`src/hw/pwtm_pkg.sv`:
```
// Register map, field positions and reset values of the PWM timer control block
package pwtm_pkg;
  localparam int          PWTM_ADDR_W       = 8;
  localparam logic [7:0]  PWTM_OFF_START    = 8'h00;
  localparam logic [7:0]  PWTM_OFF_STATUS   = 8'h04;
  localparam logic [7:0]  PWTM_OFF_IRQ_REQ  = 8'h08;
  localparam logic [7:0]  PWTM_OFF_IRQ_MASK = 8'h0c;
  localparam logic [7:0]  PWTM_OFF_GEN_BASE = 8'h10;
  localparam logic [7:0]  PWTM_OFF_CNT0     = 8'h20;
  localparam logic [7:0]  PWTM_OFF_CNT1     = 8'h24;
  localparam int          PWTM_START_CNT0   = 0;
  localparam int          PWTM_START_CNT1   = 1;
  localparam int          PWTM_STAT_PERIOD  = 0;
  localparam int          PWTM_STAT_OVF     = 4;
  localparam int          PWTM_STAT_W       = 5;
  localparam int          PWTM_IRQ_BIT      = 1;
  localparam int          PWTM_NUM_GEN      = 4;
  localparam logic [1:0]  PWTM_RST_START    = 2'h0;
  localparam logic [4:0]  PWTM_RST_STATUS   = 5'h00;
  localparam logic [7:0]  PWTM_RST_IRQ_REQ  = 8'h00;
  localparam logic [7:0]  PWTM_RST_IRQ_MASK = 8'hff;
  localparam logic [7:0]  PWTM_REQ_RSVD0    = 8'h20;
  localparam logic [7:0]  PWTM_MASK_RSVD1   = 8'h20;
  localparam logic [1:0]  PWTM_RESP_OKAY    = 2'h0;
  localparam logic [1:0]  PWTM_RESP_SLVERR  = 2'h2;
  localparam logic [3:0]  PWTM_SEL_NONE     = 4'h0;
  localparam logic [3:0]  PWTM_SEL_START    = 4'h1;
  localparam logic [3:0]  PWTM_SEL_STATUS   = 4'h2;
  localparam logic [3:0]  PWTM_SEL_IRQ_REQ  = 4'h3;
  localparam logic [3:0]  PWTM_SEL_IRQ_MASK = 4'h4;
  localparam logic [3:0]  PWTM_SEL_GEN      = 4'h5;
  localparam logic [3:0]  PWTM_SEL_CNT0     = 4'h6;
  localparam logic [3:0]  PWTM_SEL_CNT1     = 4'h7;
endpackage

```
`src/hw/pwtm_cnt_if.sv`:
```
// Signals between the register side and the counter core
`timescale 1ns/10ps
interface pwtm_cnt_if #(parameter int W = 16);
  logic [1:0]        run;
  logic [3:0][W-1:0] cmp;
  logic [W-1:0]      cnt0;
  logic [W-1:0]      cnt1;
  logic [3:0]        match;
  logic              ovf;
  modport core (input run, input cmp, output cnt0, output cnt1, output match, output ovf);
  modport ctl  (output run, output cmp, input cnt0, input cnt1, input match, input ovf);
endinterface

```
`src/hw/pwtm_counter_core.sv`:
```
// Two up counters; only counter 0 drives the compare-match and overflow pulses
`timescale 1ns/10ps
module pwtm_counter_core
  import pwtm_pkg::*;
#(
  parameter int W = 16
) (
  input  wire logic  clk_in,
  input  wire logic  rst_n_in,
  pwtm_cnt_if.core   cif
);
  typedef struct packed {
    logic [W-1:0] cnt0;
    logic [W-1:0] cnt1;
    logic [3:0]   match;
    logic         ovf;
  } pwtm_core_type;

  pwtm_core_type r_reg;
  pwtm_core_type r_next;

  always_comb begin
    r_next       = r_reg;
    r_next.match = 4'h0;
    r_next.ovf   = 1'b0;
    if (cif.run[PWTM_START_CNT0]) begin
      // Wrap at the period so counter 0 repeats every period
      if (r_reg.cnt0 == cif.cmp[0]) begin
        r_next.cnt0 = '0;
      end else begin
        r_next.cnt0 = r_reg.cnt0 + 1'b1;
      end
      r_next.ovf = (r_reg.cnt0 == '1);
      for (int i = 0; i < 4; i++) begin
        r_next.match[i] = (r_next.cnt0 == cif.cmp[i]);
      end
    end
    if (cif.run[PWTM_START_CNT1]) begin
      if (r_reg.cnt1 == cif.cmp[0]) begin
        r_next.cnt1 = '0;
      end else begin
        r_next.cnt1 = r_reg.cnt1 + 1'b1;
      end
    end
  end

  always_ff @(posedge clk_in) begin
    if (!rst_n_in) begin
      r_reg <= '0;
    end else begin
      r_reg <= r_next;
    end
  end

  assign cif.cnt0  = r_reg.cnt0;
  assign cif.cnt1  = r_reg.cnt1;
  assign cif.match = r_reg.match;
  assign cif.ovf   = r_reg.ovf;
endmodule

```
`src/hw/pwtm_top.sv`:
```
// PWM timer start control, match status and counter 0 interrupt request over AXI4-Lite
// How it works
// - Start bit 0 runs or stops counter 0
// - Start bit 1 runs or stops counter 1
// - Counter 0 equal to A0 sets flag
// - Flag clears by zero write after read
// - Status holds flags A-D, overflow, reserved
// - Request flag at bit 1 shows pending
// - Mask bit 1: zero enables, one disables
// - A0 holds period and compare value
//
// The address map and the AXI4-Lite interface to the registers are this design's own decisions.
`timescale 1ns/10ps
module pwtm_top
  import pwtm_pkg::*;
#(
  parameter int CNT_WIDTH = 16
) (
  input  wire logic                   CLK_IN,
  input  wire logic                   RST_N_IN,
  input  wire logic [PWTM_ADDR_W-1:0] AXI_AWADDR_IN,
  input  wire logic                   AXI_AWVALID_IN,
  output logic                        AXI_AWREADY_OUT,
  input  wire logic [31:0]            AXI_WDATA_IN,
  input  wire logic [3:0]             AXI_WSTRB_IN,
  input  wire logic                   AXI_WVALID_IN,
  output logic                        AXI_WREADY_OUT,
  output logic [1:0]                  AXI_BRESP_OUT,
  output logic                        AXI_BVALID_OUT,
  input  wire logic                   AXI_BREADY_IN,
  input  wire logic [PWTM_ADDR_W-1:0] AXI_ARADDR_IN,
  input  wire logic                   AXI_ARVALID_IN,
  output logic                        AXI_ARREADY_OUT,
  output logic [31:0]                 AXI_RDATA_OUT,
  output logic [1:0]                  AXI_RRESP_OUT,
  output logic                        AXI_RVALID_OUT,
  input  wire logic                   AXI_RREADY_IN,
  output logic                        IRQ_OUT
);
  if (CNT_WIDTH < 2 || CNT_WIDTH > 32) begin : g_chk
    $error("CNT_WIDTH must be 2 to 32");
  end

  typedef struct packed {
    logic                                  aw_have;
    logic [PWTM_ADDR_W-1:0]                aw_addr;
    logic                                  w_have;
    logic [31:0]                           w_data;
    logic [3:0]                            w_strb;
    logic                                  awready;
    logic                                  wready;
    logic                                  bvalid;
    logic [1:0]                            bresp;
    logic                                  arready;
    logic                                  rvalid;
    logic [31:0]                           rdata;
    logic [1:0]                            rresp;
    logic [1:0]                            start;
    logic [PWTM_STAT_W-1:0]                status;
    logic [PWTM_STAT_W-1:0]                armed;
    logic [7:0]                            irq_req;
    logic [7:0]                            irq_mask;
    logic [PWTM_NUM_GEN-1:0][CNT_WIDTH-1:0] gen;
    logic                                  irq;
  } pwtm_state_type;

  pwtm_state_type r_reg;
  pwtm_state_type r_next;

  pwtm_cnt_if #(.W(CNT_WIDTH)) cif ();

  pwtm_counter_core #(.W(CNT_WIDTH)) u_core (
    .clk_in   (CLK_IN),
    .rst_n_in (RST_N_IN),
    .cif      (cif.core)
  );

  // Address decode shared by the read and write paths
  function automatic logic [3:0] pwtm_sel(input logic [PWTM_ADDR_W-1:0] addr);
    logic [3:0] sel;
    sel = PWTM_SEL_NONE;
    if (addr == PWTM_OFF_START) begin
      sel = PWTM_SEL_START;
    end else if (addr == PWTM_OFF_STATUS) begin
      sel = PWTM_SEL_STATUS;
    end else if (addr == PWTM_OFF_IRQ_REQ) begin
      sel = PWTM_SEL_IRQ_REQ;
    end else if (addr == PWTM_OFF_IRQ_MASK) begin
      sel = PWTM_SEL_IRQ_MASK;
    end else if (addr[7:4] == PWTM_OFF_GEN_BASE[7:4] && addr[1:0] == 2'h0) begin
      sel = PWTM_SEL_GEN;
    end else if (addr == PWTM_OFF_CNT0) begin
      sel = PWTM_SEL_CNT0;
    end else if (addr == PWTM_OFF_CNT1) begin
      sel = PWTM_SEL_CNT1;
    end
    return sel;
  endfunction

  logic [3:0] wr_sel;
  logic [3:0] rd_sel;
  logic [1:0] wr_gen;
  logic [1:0] rd_gen;
  logic       do_wr;
  logic       do_rd;
  logic       running;

  assign wr_sel  = pwtm_sel(r_reg.aw_addr);
  assign rd_sel  = pwtm_sel(AXI_ARADDR_IN);
  assign wr_gen  = r_reg.aw_addr[3:2];
  assign rd_gen  = AXI_ARADDR_IN[3:2];
  assign do_wr   = r_reg.aw_have && r_reg.w_have && !r_reg.bvalid;
  assign do_rd   = AXI_ARVALID_IN && r_reg.arready;
  assign running = (r_reg.start == 2'h3);

  always_comb begin
    r_next = r_reg;
    // Address and data are taken independently, in either order
    if (AXI_AWVALID_IN && r_reg.awready) begin
      r_next.aw_have = 1'b1;
      r_next.aw_addr = AXI_AWADDR_IN;
    end
    if (AXI_WVALID_IN && r_reg.wready) begin
      r_next.w_have = 1'b1;
      r_next.w_data = AXI_WDATA_IN;
      r_next.w_strb = AXI_WSTRB_IN;
    end
    if (r_reg.bvalid && AXI_BREADY_IN) begin
      r_next.bvalid = 1'b0;
    end
    if (do_wr) begin
      r_next.aw_have = 1'b0;
      r_next.w_have  = 1'b0;
      r_next.bvalid  = 1'b1;
      r_next.bresp   = (wr_sel == PWTM_SEL_NONE) ? PWTM_RESP_SLVERR : PWTM_RESP_OKAY;
      unique case (wr_sel)
        PWTM_SEL_START: begin
          if (r_reg.w_strb[0]) begin
            r_next.start = r_reg.w_data[1:0];
          end
        end
        PWTM_SEL_STATUS: begin
          // Only flags seen as 1 by the last read may be cleared
          if (r_reg.w_strb[0]) begin
            for (int i = 0; i < PWTM_STAT_W; i++) begin
              if (r_reg.armed[i] && !r_reg.w_data[i]) begin
                r_next.status[i] = 1'b0;
              end
            end
          end
          r_next.armed = '0;
        end
        PWTM_SEL_IRQ_REQ: begin
          if (r_reg.w_strb[0]) begin
            r_next.irq_req = r_reg.w_data[7:0] & ~PWTM_REQ_RSVD0;
          end
        end
        PWTM_SEL_IRQ_MASK: begin
          if (r_reg.w_strb[0]) begin
            r_next.irq_mask = r_reg.w_data[7:0] | PWTM_MASK_RSVD1;
          end
        end
        PWTM_SEL_GEN: begin
          // Writes are dropped only while both counters run (start bits 3), so the compare cannot tear then
          if (!running) begin
            for (int b = 0; b < 4; b++) begin
              if (r_reg.w_strb[b] && b * 8 < CNT_WIDTH) begin
                for (int k = 0; k < 8; k++) begin
                  if (b * 8 + k < CNT_WIDTH) begin
                    r_next.gen[wr_gen][b * 8 + k] = r_reg.w_data[b * 8 + k];
                  end
                end
              end
            end
          end
        end
        PWTM_SEL_CNT0,
        PWTM_SEL_CNT1,
        PWTM_SEL_NONE: begin
        end
        default: begin
        end
      endcase
    end
    if (r_reg.rvalid && AXI_RREADY_IN) begin
      r_next.rvalid = 1'b0;
    end
    if (do_rd) begin
      r_next.rvalid = 1'b1;
      r_next.rresp  = (rd_sel == PWTM_SEL_NONE) ? PWTM_RESP_SLVERR : PWTM_RESP_OKAY;
      r_next.rdata  = 32'h0;
      unique case (rd_sel)
        PWTM_SEL_START: begin
          r_next.rdata = {30'h0, r_reg.start};
        end
        PWTM_SEL_STATUS: begin
          r_next.rdata = {27'h0, r_reg.status};
          r_next.armed = r_reg.status;
        end
        PWTM_SEL_IRQ_REQ: begin
          r_next.rdata = {24'h0, r_reg.irq_req};
        end
        PWTM_SEL_IRQ_MASK: begin
          r_next.rdata = {24'h0, r_reg.irq_mask};
        end
        PWTM_SEL_GEN: begin
          r_next.rdata = 32'(r_reg.gen[rd_gen]);
        end
        PWTM_SEL_CNT0: begin
          r_next.rdata = 32'(cif.cnt0);
        end
        PWTM_SEL_CNT1: begin
          r_next.rdata = 32'(cif.cnt1);
        end
        PWTM_SEL_NONE: begin
        end
        default: begin
        end
      endcase
    end
    // Hardware sets come last so an event beats a same-cycle clear
    for (int i = 0; i < 4; i++) begin
      if (cif.match[i]) begin
        r_next.status[i] = 1'b1;
      end
    end
    if (cif.ovf) begin
      r_next.status[PWTM_STAT_OVF] = 1'b1;
    end
    if (cif.match[0]) begin
      r_next.irq_req[PWTM_IRQ_BIT] = 1'b1;
    end
    r_next.irq     = r_next.irq_req[PWTM_IRQ_BIT] && !r_next.irq_mask[PWTM_IRQ_BIT];
    r_next.awready = !r_next.aw_have && !r_next.bvalid;
    r_next.wready  = !r_next.w_have && !r_next.bvalid;
    r_next.arready = !r_next.rvalid;
  end

  always_ff @(posedge CLK_IN) begin
    if (!RST_N_IN) begin
      r_reg          <= '0;
      r_reg.start    <= PWTM_RST_START;
      r_reg.status   <= PWTM_RST_STATUS;
      r_reg.irq_req  <= PWTM_RST_IRQ_REQ;
      r_reg.irq_mask <= PWTM_RST_IRQ_MASK;
      r_reg.gen      <= '1;
    end else begin
      r_reg <= r_next;
    end
  end

  assign cif.run         = r_reg.start;
  assign cif.cmp         = r_reg.gen;
  assign AXI_AWREADY_OUT = r_reg.awready;
  assign AXI_WREADY_OUT  = r_reg.wready;
  assign AXI_BVALID_OUT  = r_reg.bvalid;
  assign AXI_BRESP_OUT   = r_reg.bresp;
  assign AXI_ARREADY_OUT = r_reg.arready;
  assign AXI_RVALID_OUT  = r_reg.rvalid;
  assign AXI_RDATA_OUT   = r_reg.rdata;
  assign AXI_RRESP_OUT   = r_reg.rresp;
  assign IRQ_OUT         = r_reg.irq;

  a_cnt0_stop: assert property (@(posedge CLK_IN) disable iff (!RST_N_IN)
    !r_reg.start[0] |=> $stable(cif.cnt0))
    else $error("counter 0 moved while stopped");
  a_cnt1_stop: assert property (@(posedge CLK_IN) disable iff (!RST_N_IN)
    (!r_reg.start[1] ##1 !r_reg.start[1]) |=> $stable(cif.cnt1))
    else $error("counter 1 moved while stopped");
  a_cnt0_runs: assert property (@(posedge CLK_IN) disable iff (!RST_N_IN)
    (r_reg.start[0] && cif.cnt0 != r_reg.gen[0] && $stable(r_reg.start)) |=> cif.cnt0 == $past(cif.cnt0) + 1'b1)
    else $error("counter 0 did not advance toward period");
  a_match_sets: assert property (@(posedge CLK_IN) disable iff (!RST_N_IN)
    (r_reg.start[0] && cif.cnt0 == r_reg.gen[0]) |-> ##[0:1] r_reg.status[PWTM_STAT_PERIOD])
    else $error("period match flag not set");
  a_flag_sticky: assert property (@(posedge CLK_IN) disable iff (!RST_N_IN)
    (r_reg.status[0] && !(do_wr && wr_sel == PWTM_SEL_STATUS && r_reg.armed[0])) |=> r_reg.status[0])
    else $error("period match flag dropped without armed clear");
  a_rsvd_zero: assert property (@(posedge CLK_IN) disable iff (!RST_N_IN)
    (do_rd && rd_sel == PWTM_SEL_STATUS) |=> AXI_RVALID_OUT && AXI_RDATA_OUT[31:5] == 27'h0)
    else $error("status reserved bits not zero");
  a_req_raise: assert property (@(posedge CLK_IN) disable iff (!RST_N_IN)
    cif.match[0] |=> r_reg.irq_req[PWTM_IRQ_BIT])
    else $error("request flag not raised on period match");
  a_mask_gate: assert property (@(posedge CLK_IN) disable iff (!RST_N_IN)
    r_reg.irq_mask[PWTM_IRQ_BIT] |-> !IRQ_OUT)
    else $error("interrupt passed a set mask");
  a_irq_follow: assert property (@(posedge CLK_IN) disable iff (!RST_N_IN)
    (cif.match[0] && !r_reg.irq_mask[PWTM_IRQ_BIT] && !(do_wr && wr_sel == PWTM_SEL_IRQ_MASK)) |=> IRQ_OUT)
    else $error("unmasked period match gave no interrupt");
endmodule

```
`config.mk`:
```
export PLATFORM = sky130hd
export DESIGN_NAME = pwtm_top
export DESIGN_NICKNAME = d
export VERILOG_FILES = /design/src/hw/pwtm_pkg.sv /design/src/hw/pwtm_cnt_if.sv /design/src/hw/pwtm_counter_core.sv /design/src/hw/pwtm_top.sv
export SDC_FILE = /design/constraint.sdc
export NUM_CORES = 1
export LEC_CHECK = 0
export ABC_CLOCK_PERIOD_IN_PS = 7200
export BUFFER_PORTS_ARGS = -buffer_cell sky130_fd_sc_hd__buf_2
export CAP_MARGIN = 25
export CELL_PAD_IN_SITES_DETAIL_PLACEMENT = 0
export CELL_PAD_IN_SITES_GLOBAL_PLACEMENT = 1
export CORE_ASPECT_RATIO = 1.5
export CORE_MARGIN = 3
export CORE_UTILIZATION = 25
export DETAILED_ROUTE_END_ITERATION = 8
export GPL_TIMING_DRIVEN = 0
export PLACE_DENSITY = 0.53
export SLEW_MARGIN = 20
export SYNTH_ARGS = -nofsm -noshare
export SYNTH_HDL_FRONTEND = slang
export SYNTH_SLANG_ARGS = --single-unit
```
`constraint.sdc`:
```
create_clock -name CLK_IN -period 7.2 [get_ports CLK_IN]
set_clock_uncertainty 0.1 [all_clocks]
set_input_delay 1.08 -clock CLK_IN [delete_from_list [all_inputs] [get_ports CLK_IN]]
set_output_delay 1.08 -clock CLK_IN [all_outputs]
set_load 0.05 [all_outputs]
```
==> reports/qor.csv, run 1 <==
metric,value,unit
ys async rst share,0,
die area,44200,um2
Routed WL per cell,21.3,um
"Slew Viols, Final",0,
sequential share of power,0.493,
"FF+latch count, synth",179,
Max Fclk,239,MHz
setup bufs post-CTS,0,
Most common cell on crit path,clkbuf_1,
row count,90,
Max Cap Violations,0,
Root Driver,clkbuf_16,
worst path required time,7.37,ns
vias in the first global route,9266,
htree depth,4,
Critical Path Sink Type,flop,
area delta synth->final,15.4,%
Initial Util,0.256,
first-pass GRT wire length,60.7,mm
XOR/XNOR share of the synthesized area,0.0922,
"Net count, final",1404,
CTS tree,done,
core area,40700,um2
total grt overflow,0,
"Cell Chain, Critical Path",clkbuf_1 > xnor2_1 > nand4_1 > nor4_4 > buf_4 > clkbuf_1 > a21oi_1 > nor3_1 > o2bb2ai_1 > nor4_1,
routed length on met2,21.3,mm
Yosys top cell area share,0.344,
Routed met1 length,16.3,mm
predominant post-synthesis flop cell,dfxtp_1,
Slew headroom,0.289,
Detailed Place HPWL,32.0,mm
syn avg cell area,8.37,um2
largest family of logic cells by synthesized area,simple AND/OR/NAND/NOR gates,
First-pass DRT Iterations,5,
Worst Hold Class,reg2reg,
clock share of power,0.436,
"Min Clock Period, post-route",4.18,ns
Synth Area in Compound Gates,0.134,
setup TNS,0,ns
Worst path slowest cell,nor4_1,
switching share of power,0.273,
Routed WL,40.7,mm
remaining antenna violation count,0,
Yosys cell types,67,
die width,173,um
TritonCTS Buffers,17,
synthesized area,10400,um2
Max Root-Sink Buffers,2,
Worst R2R Path Depth,10,
DRT iter0 DRCs,649,
GRT Util Overall,0.182,
Vias/cell,4.90,
share of cells above drive strength 1,0.141,
endpoints failing setup,0,
Port-buffer cells,62,
Ys Warns,0,
Total Power,2.05,mW
clk slew on worst S/H paths,0.07,ns
CTS Hold Bufs,0,
most frequent cells in the layout,"nand2_1 (201), dfxtp_1 (179), nand3_1 (127), buf_2 (80), clkbuf_1 (72)",
RSZ-0062 raised after global routing,no,
die span in y,256,um
Synth Area in Adders,0.00240,
DR vias,9341,
gpl congestion,0.832,
crit-path max FO,10,
fin crit share,0.580,
Fin. Hold Viols,0,
post-synthesis sequential area ratio,0.344,
Pwr per Cell Area,171,nW/um2
"Clk Latency, worst-skew pair",0.47,ns
leakage power,4.49,nW
Post-synth EDFFs,0,
hold depth,2,
DRC Markers,0,
measured slew at the worst slew-check pin,1.06,ns
VDD IR max,148,uV
routed wl met3,1.29,mm
Synth area leaders,"dfxtp_1 (34%), nand2_1 (7.3%), nand3_1 (6.1%), xnor2_1 (4.0%), mux4_2 (3.9%)",
Yosys top cell by area,dfxtp_1,
"most common cell after layout, fill and taps aside",nand2_1,
post-CTS sizing,0,
P_sw,561,uW
mux share of post-synthesis cell area,0.0808,
initial antenna violation count,0,
status,completed,
# diodes,0,
reg-to-reg setup timing slack,3.02,ns
io pins,101,
Critical Path Max Stage Delay,0.78,ns
Worst setup SP type,flop,
clock sinks,179,
largest net degree at the start of global routing,17,
Final Non-Filler Cells,1908,
# placed instances,1875,
Worst EP arrival,4.34,ns
"Worst Path Class, Setup",reg2reg,
Cells after Synth,1244,
Post-Synth Simple-Gate Area,0.278,
DR top layer,met4,
cell internal pwr,1.49,mW
Combinational Power Share,0.071,
[synth_stat cells (all sizes together), types with 6 or more instances]
cell / instances
or3: 6
mux2i: 39
buf: 66
xnor2: 48
o32ai: 8
a22oi: 29
a31oi: 12
o21ai: 44
nor2: 42
nand4b: 16
and2: 12
nor4: 18
a21oi: 29
nor3: 22
clkbuf: 73
a22o: 6
xnor3: 7
nand2: 201
and3: 11
dfxtp: 179
xor2: 41
nor3b: 8
nand4: 21
mux4: 18
nor2b: 42
nand3: 130
nand2b: 9
a21boi: 44
[area by class of cell]
cell class / instances / area, um2
sequential: 179 / 3580
clock inverter: 12 / 98.8
fill: 4443 / 28600
clock buffer: 20 / 437
tap: 552 / 691
inverter: 5 / 18.8
multi-input combinational: 938 / 6180
buffer: 139 / 691
timing repair buffer: 63 / 315
[logic make-up after synthesis]
| group | count (synthesis) |
|---|---|
| and+or+nand+nor | 558 |
| AOI/OAI and AO/OA | 203 |
| DFF | 179 |
| buffers and inverters | 144 |
| xor gates and xnor gates | 96 |
| muxes | 61 |
| adders and majority gates | 2 |
| other | 1 |
[per-layer routing]
metal,GRT usage,vias to the layer above
met1,0.206,4501
met3,0.0245,66
met4,0.0861,0
li1,-,4563
met2,0.337,211
met5,0,-
[power groups by stage]
stage                     Clock, mW  Combinational, mW  Sequential, mW
after detailed placement          0              0.150            1.04
after CTS                     0.917              0.151            1.01
after global placement            0              0.150            1.04
final                         0.895              0.147            1.01
after global routing          0.953              0.160            1.01
after floorplan                   0             0.0919            1.04
[critical path, delay by kind of cell (launching register included)]
family	cells	cell delay [ns]
AOI/OAI and AO/OA	2	0.22
DFF	1	0.30
and+or+nand+nor	4	1.82
xor gates and xnor gates	1	0.22
buffers and inverters	3	1.32
[metrics by stage]
stage / worst slack [ns] / hold WS (ns) / util / area (um2)
final: 3.02 / 0.363 / 0.295 / 12000
after global routing: 2.91 / 0.387 / 0.295 / 12000
after CTS: 2.98 / 0.366 / 0.295 / 12000
after detailed placement: 3.00 / 0.344 / 0.282 / 11500
after global placement: 3.06 / 0.343 / 0.282 / 11500
after floorplan: 4.11 / 0.322 / - / 10500
[final timing paths]
kind,start,to
setup / recovery,flop,u_core.cif.match[3]$_SDFF_PN0_
hold / removal,u_core.cif.match[3]$_SDFF_PN0_,r_reg[89]$_SDFFE_PN0P_
setup reg to reg,flop,u_core.cif.match[3]$_SDFF_PN0_
hold reg to reg,u_core.cif.match[3]$_SDFF_PN0_,r_reg[89]$_SDFFE_PN0P_
No activity file was read; power rests on OpenSTA's default activity.
==> run 2: changes to the inputs <==
--- a/config.mk
+++ b/config.mk
@@ -5,7 +5,7 @@
 export SDC_FILE = /design/constraint.sdc
 export NUM_CORES = 1
 export LEC_CHECK = 0
-export ABC_CLOCK_PERIOD_IN_PS = 7200
+export ABC_CLOCK_PERIOD_IN_PS = 3600
 export BUFFER_PORTS_ARGS = -buffer_cell sky130_fd_sc_hd__buf_2
 export CAP_MARGIN = 25
 export CELL_PAD_IN_SITES_DETAIL_PLACEMENT = 0
@@ -15,7 +15,7 @@
 export CORE_UTILIZATION = 25
 export DETAILED_ROUTE_END_ITERATION = 8
 export GPL_TIMING_DRIVEN = 0
-export PLACE_DENSITY = 0.53
+export PLACE_DENSITY = 0.54
 export SLEW_MARGIN = 20
 export SYNTH_ARGS = -nofsm -noshare
 export SYNTH_HDL_FRONTEND = slang
==> constraint.sdc (replaced) <==
create_clock -name CLK_IN -period 3.6 [get_ports CLK_IN]
set_clock_uncertainty 0.1 [all_clocks]
set_input_delay 0.54 -clock CLK_IN [delete_from_list [all_inputs] [get_ports CLK_IN]]
set_output_delay 0.54 -clock CLK_IN [all_outputs]
set_load 0.05 [all_outputs]
==> run 2 against run 1 <==
Against the previous run: global-route usage fell by 0.17 points; cell count fell by 0.10%; first-iteration DRC count fell by 4.6%; critical path type unchanged; highest routed layer unchanged.
==> reports/qor.csv, run 2 (synthesis gave the netlist of run 1 again) <==
metric,value,unit,change
first-pass GRT wire length,59.6,mm,was 60.7 mm
Root Driver,clkbuf_16,,unchanged
CTS tree,done,,unchanged
Max Cap Violations,0,,unchanged
Max Fclk,283,MHz,was 239 MHz
worst hold endpoint,r_reg[177]$_SDFFE_PN0P_,,was r_reg[89]$_SDFFE_PN0P_
worst path required time,3.82,ns,was 7.37 ns
cell internal pwr,3.27,mW,was 1.49 mW
Total Power,4.37,mW,was 2.05 mW
io pins,101,,unchanged
Combinational Power Share,0.067,,was 0.071
clk slew on worst S/H paths,0.07,ns,about the same
TritonCTS Buffers,17,,unchanged
htree depth,4,,unchanged
Critical Path Sink Type,flop,,unchanged
final core occ,0.300,,was 0.295
"most common cell after layout, fill and taps aside",nand2_1,,unchanged
share of cells above drive strength 1,0.150,,was 0.141
Detailed Place HPWL,31.8,mm,was 32.0 mm
DR vias,9381,,was 9341
fin crit share,0.981,,was 0.580
CTS Hold Bufs,0,,unchanged
RSZ-0062 raised after global routing,no,,unchanged
die width,173,um,unchanged
sequential share of power,0.463,,was 0.493
gpl congestion,0.851,,was 0.832
Worst setup SP type,flop,,unchanged
# diodes,0,,unchanged
reg2reg end,u_core.cif.match[1]$_SDFF_PN0_,,was u_core.cif.match[3]$_SDFF_PN0_
vias in the first global route,9250,,was 9266
"Worst Path Class, Setup",reg2reg,,unchanged
switching share of power,0.253,,was 0.273
Critical Path Max Stage Delay,0.52,ns,was 0.78 ns
# placed instances,1875,,unchanged
reg-to-reg setup timing slack,0.07,ns,was 3.02 ns
GRT Util Overall,0.181,,was 0.182
clock sinks,179,,unchanged
endpoints failing setup,0,,unchanged
remaining antenna violation count,0,,unchanged
Worst path slowest cell,nor4_4,,was nor4_1
VDD IR max,249,uV,was 148 uV
Slew headroom,0.367,,was 0.289
clock share of power,0.470,,was 0.436
Worst R2R Path Depth,9,,was 10
Worst Hold Class,in2reg,,was reg2reg
crit-path max FO,10,,unchanged
"Clk Latency, worst-skew pair",0.46,ns,was 0.47 ns
hold depth,3,,was 2
Fin. Hold Viols,0,,unchanged
"Slew Viols, Final",0,,unchanged
Pwr per Cell Area,359,nW/um2,was 171 nW/um2
area delta synth->final,17.1,%,was 15.4%
Vias/cell,4.92,,was 4.90
First-pass DRT Iterations,5,,unchanged
measured slew at the worst slew-check pin,0.950,ns,was 1.06 ns
Initial Util,0.256,,unchanged
largest net degree at the start of global routing,17,,unchanged
Worst EP arrival,3.75,ns,was 4.34 ns
row count,90,,unchanged
Max Root-Sink Buffers,2,,unchanged
core area,40700,um2,unchanged
status,completed,,unchanged
"Cell Chain, Critical Path",clkbuf_1 > xnor2_1 > nand4_1 > nor4_4 > buf_2 > nor2_1 > o32ai_1 > nand4_1 > nor4_4,,was clkbuf_1 > xnor2_1 > nand4_1 > nor4_4 > buf_4 > clkbuf_1 > a21oi_1 > nor3_1 > o2bb2ai_1 > nor4_1
"Min Clock Period, post-route",3.53,ns,was 4.18 ns
most frequent cells in the layout,"nand2_1 (201), dfxtp_1 (179), nand3_1 (127), buf_2 (79), clkbuf_1 (64)",,"was nand2_1 (201), dfxtp_1 (179), nand3_1 (127), buf_2 (80), clkbuf_1 (72)"
leakage power,4.63,nW,was 4.49 nW
Final Non-Filler Cells,1906,,was 1908
initial antenna violation count,0,,unchanged
Port-buffer cells,62,,unchanged
Routed WL,40.4,mm,was 40.7 mm
total grt overflow,0,,unchanged
Routed WL per cell,21.2,um,was 21.3 um
DRC Markers,0,,unchanged
DRT iter0 DRCs,619,,was 649
die area,44200,um2,unchanged
P_sw,1.11,mW,was 561 uW
"Net count, final",1403,,was 1404
die span in y,256,um,unchanged
min-delay src,AXI_AWADDR_IN[6],,was u_core.cif.match[3]$_SDFF_PN0_
-- run 2: cell types whose count changed in the layout (fill, tap and decap cells not counted), sizes merged --
cell / previous run / this run
clkinvlp: 1 / 0
bufinv: 0 / 4
inv: 10 / 11
clkinv: 6 / 2
clkbuf: 93 / 86
buf: 129 / 134
-- run 2: area by class of cell --
cell class | instances | area [um2]
Buffer | 133 | 669
Clock buffer | 19 | 433
Clock inverter | 12 | 193
Fill cell | 4371 | 28500
Inverter | 5 | 18.8
Multi-Input combinational cell | 938 | 6250
Sequential cell | 179 | 3580
Tap cell | 552 | 691
Timing Repair Buffer | 68 | 355
-- run 2: worst max path at each step --
stage	startpoint	endpoint	cells after the start
6_report	flop	u_core.cif.match[1]$_SDFF_PN0_	9
5_1_grt	flop	u_core.cif.match[1]$_SDFF_PN0_	9
4_1_cts	flop	u_core.cif.match[0]$_SDFF_PN0_	10
3_5_place_dp	flop	u_core.cif.match[3]$_SDFF_PN0_	10
3_3_place_gp	flop	u_core.cif.match[3]$_SDFF_PN0_	10
2_1_floorplan	AXI_ARADDR_IN[2]	AXI_RDATA_OUT[3]$_SDFFE_PN0P_	7
-- run 2: repair_timing --
item,CTS,global route
pin swaps,3,0
buffers inserted,5,0
setup endpoints to repair,4,4
resized for setup,6,6
-- run 2: power groups by stage --
stage	clock [mW]	sequential, mW	combinational, mW
after floorplan	0	2.07	0.184
after global placement	0	2.07	0.299
after detailed placement	0	2.07	0.299
after CTS	2.10	2.03	0.299
after global routing	2.17	2.03	0.316
final	2.06	2.03	0.292
-- run 2: worst max-delay path, delay by kind of cell, from the launching register on --
| kind | cells | cell delay, ns |
|---|---|---|
| buffers and inverters | 2 | 0.80 |
| XOR/XNOR | 1 | 0.19 |
| AND/OR/NAND/NOR | 5 | 1.56 |
| AO/OA/AOI/OAI | 1 | 0.43 |
| flip-flops | 1 | 0.30 |
-- run 2: layer usage --
layer | track usage | vias to the layer above | share of wire
met5 | 0 | - | 0
met4 | 0.0994 | 0 | 0.052
met3 | 0.0257 | 66 | 0.035
met2 | 0.334 | 262 | 0.53
met1 | 0.198 | 4498 | 0.39
li1 | - | 4555 | -
-- run 2: per-stage QoR --
| stage | setup slack [ns] | cell area (um2) | hold slack [ns] | TNS [ns] |
|---|---|---|---|---|
| 2_1_floorplan | 1.05 | 10500 | 0.322 | 0 |
| 6_report | 0.0700 | 12200 | 0.222 | 0 |
| 5_1_grt | 0.00647 | 12200 | 0.224 | 0 |
| 3_5_place_dp | -0.490 | 11500 | 0.349 | -1.72 |
| 3_3_place_gp | -0.535 | 11500 | 0.345 | -1.79 |
| 4_1_cts | 0.0121 | 12200 | 0.209 | 0 |
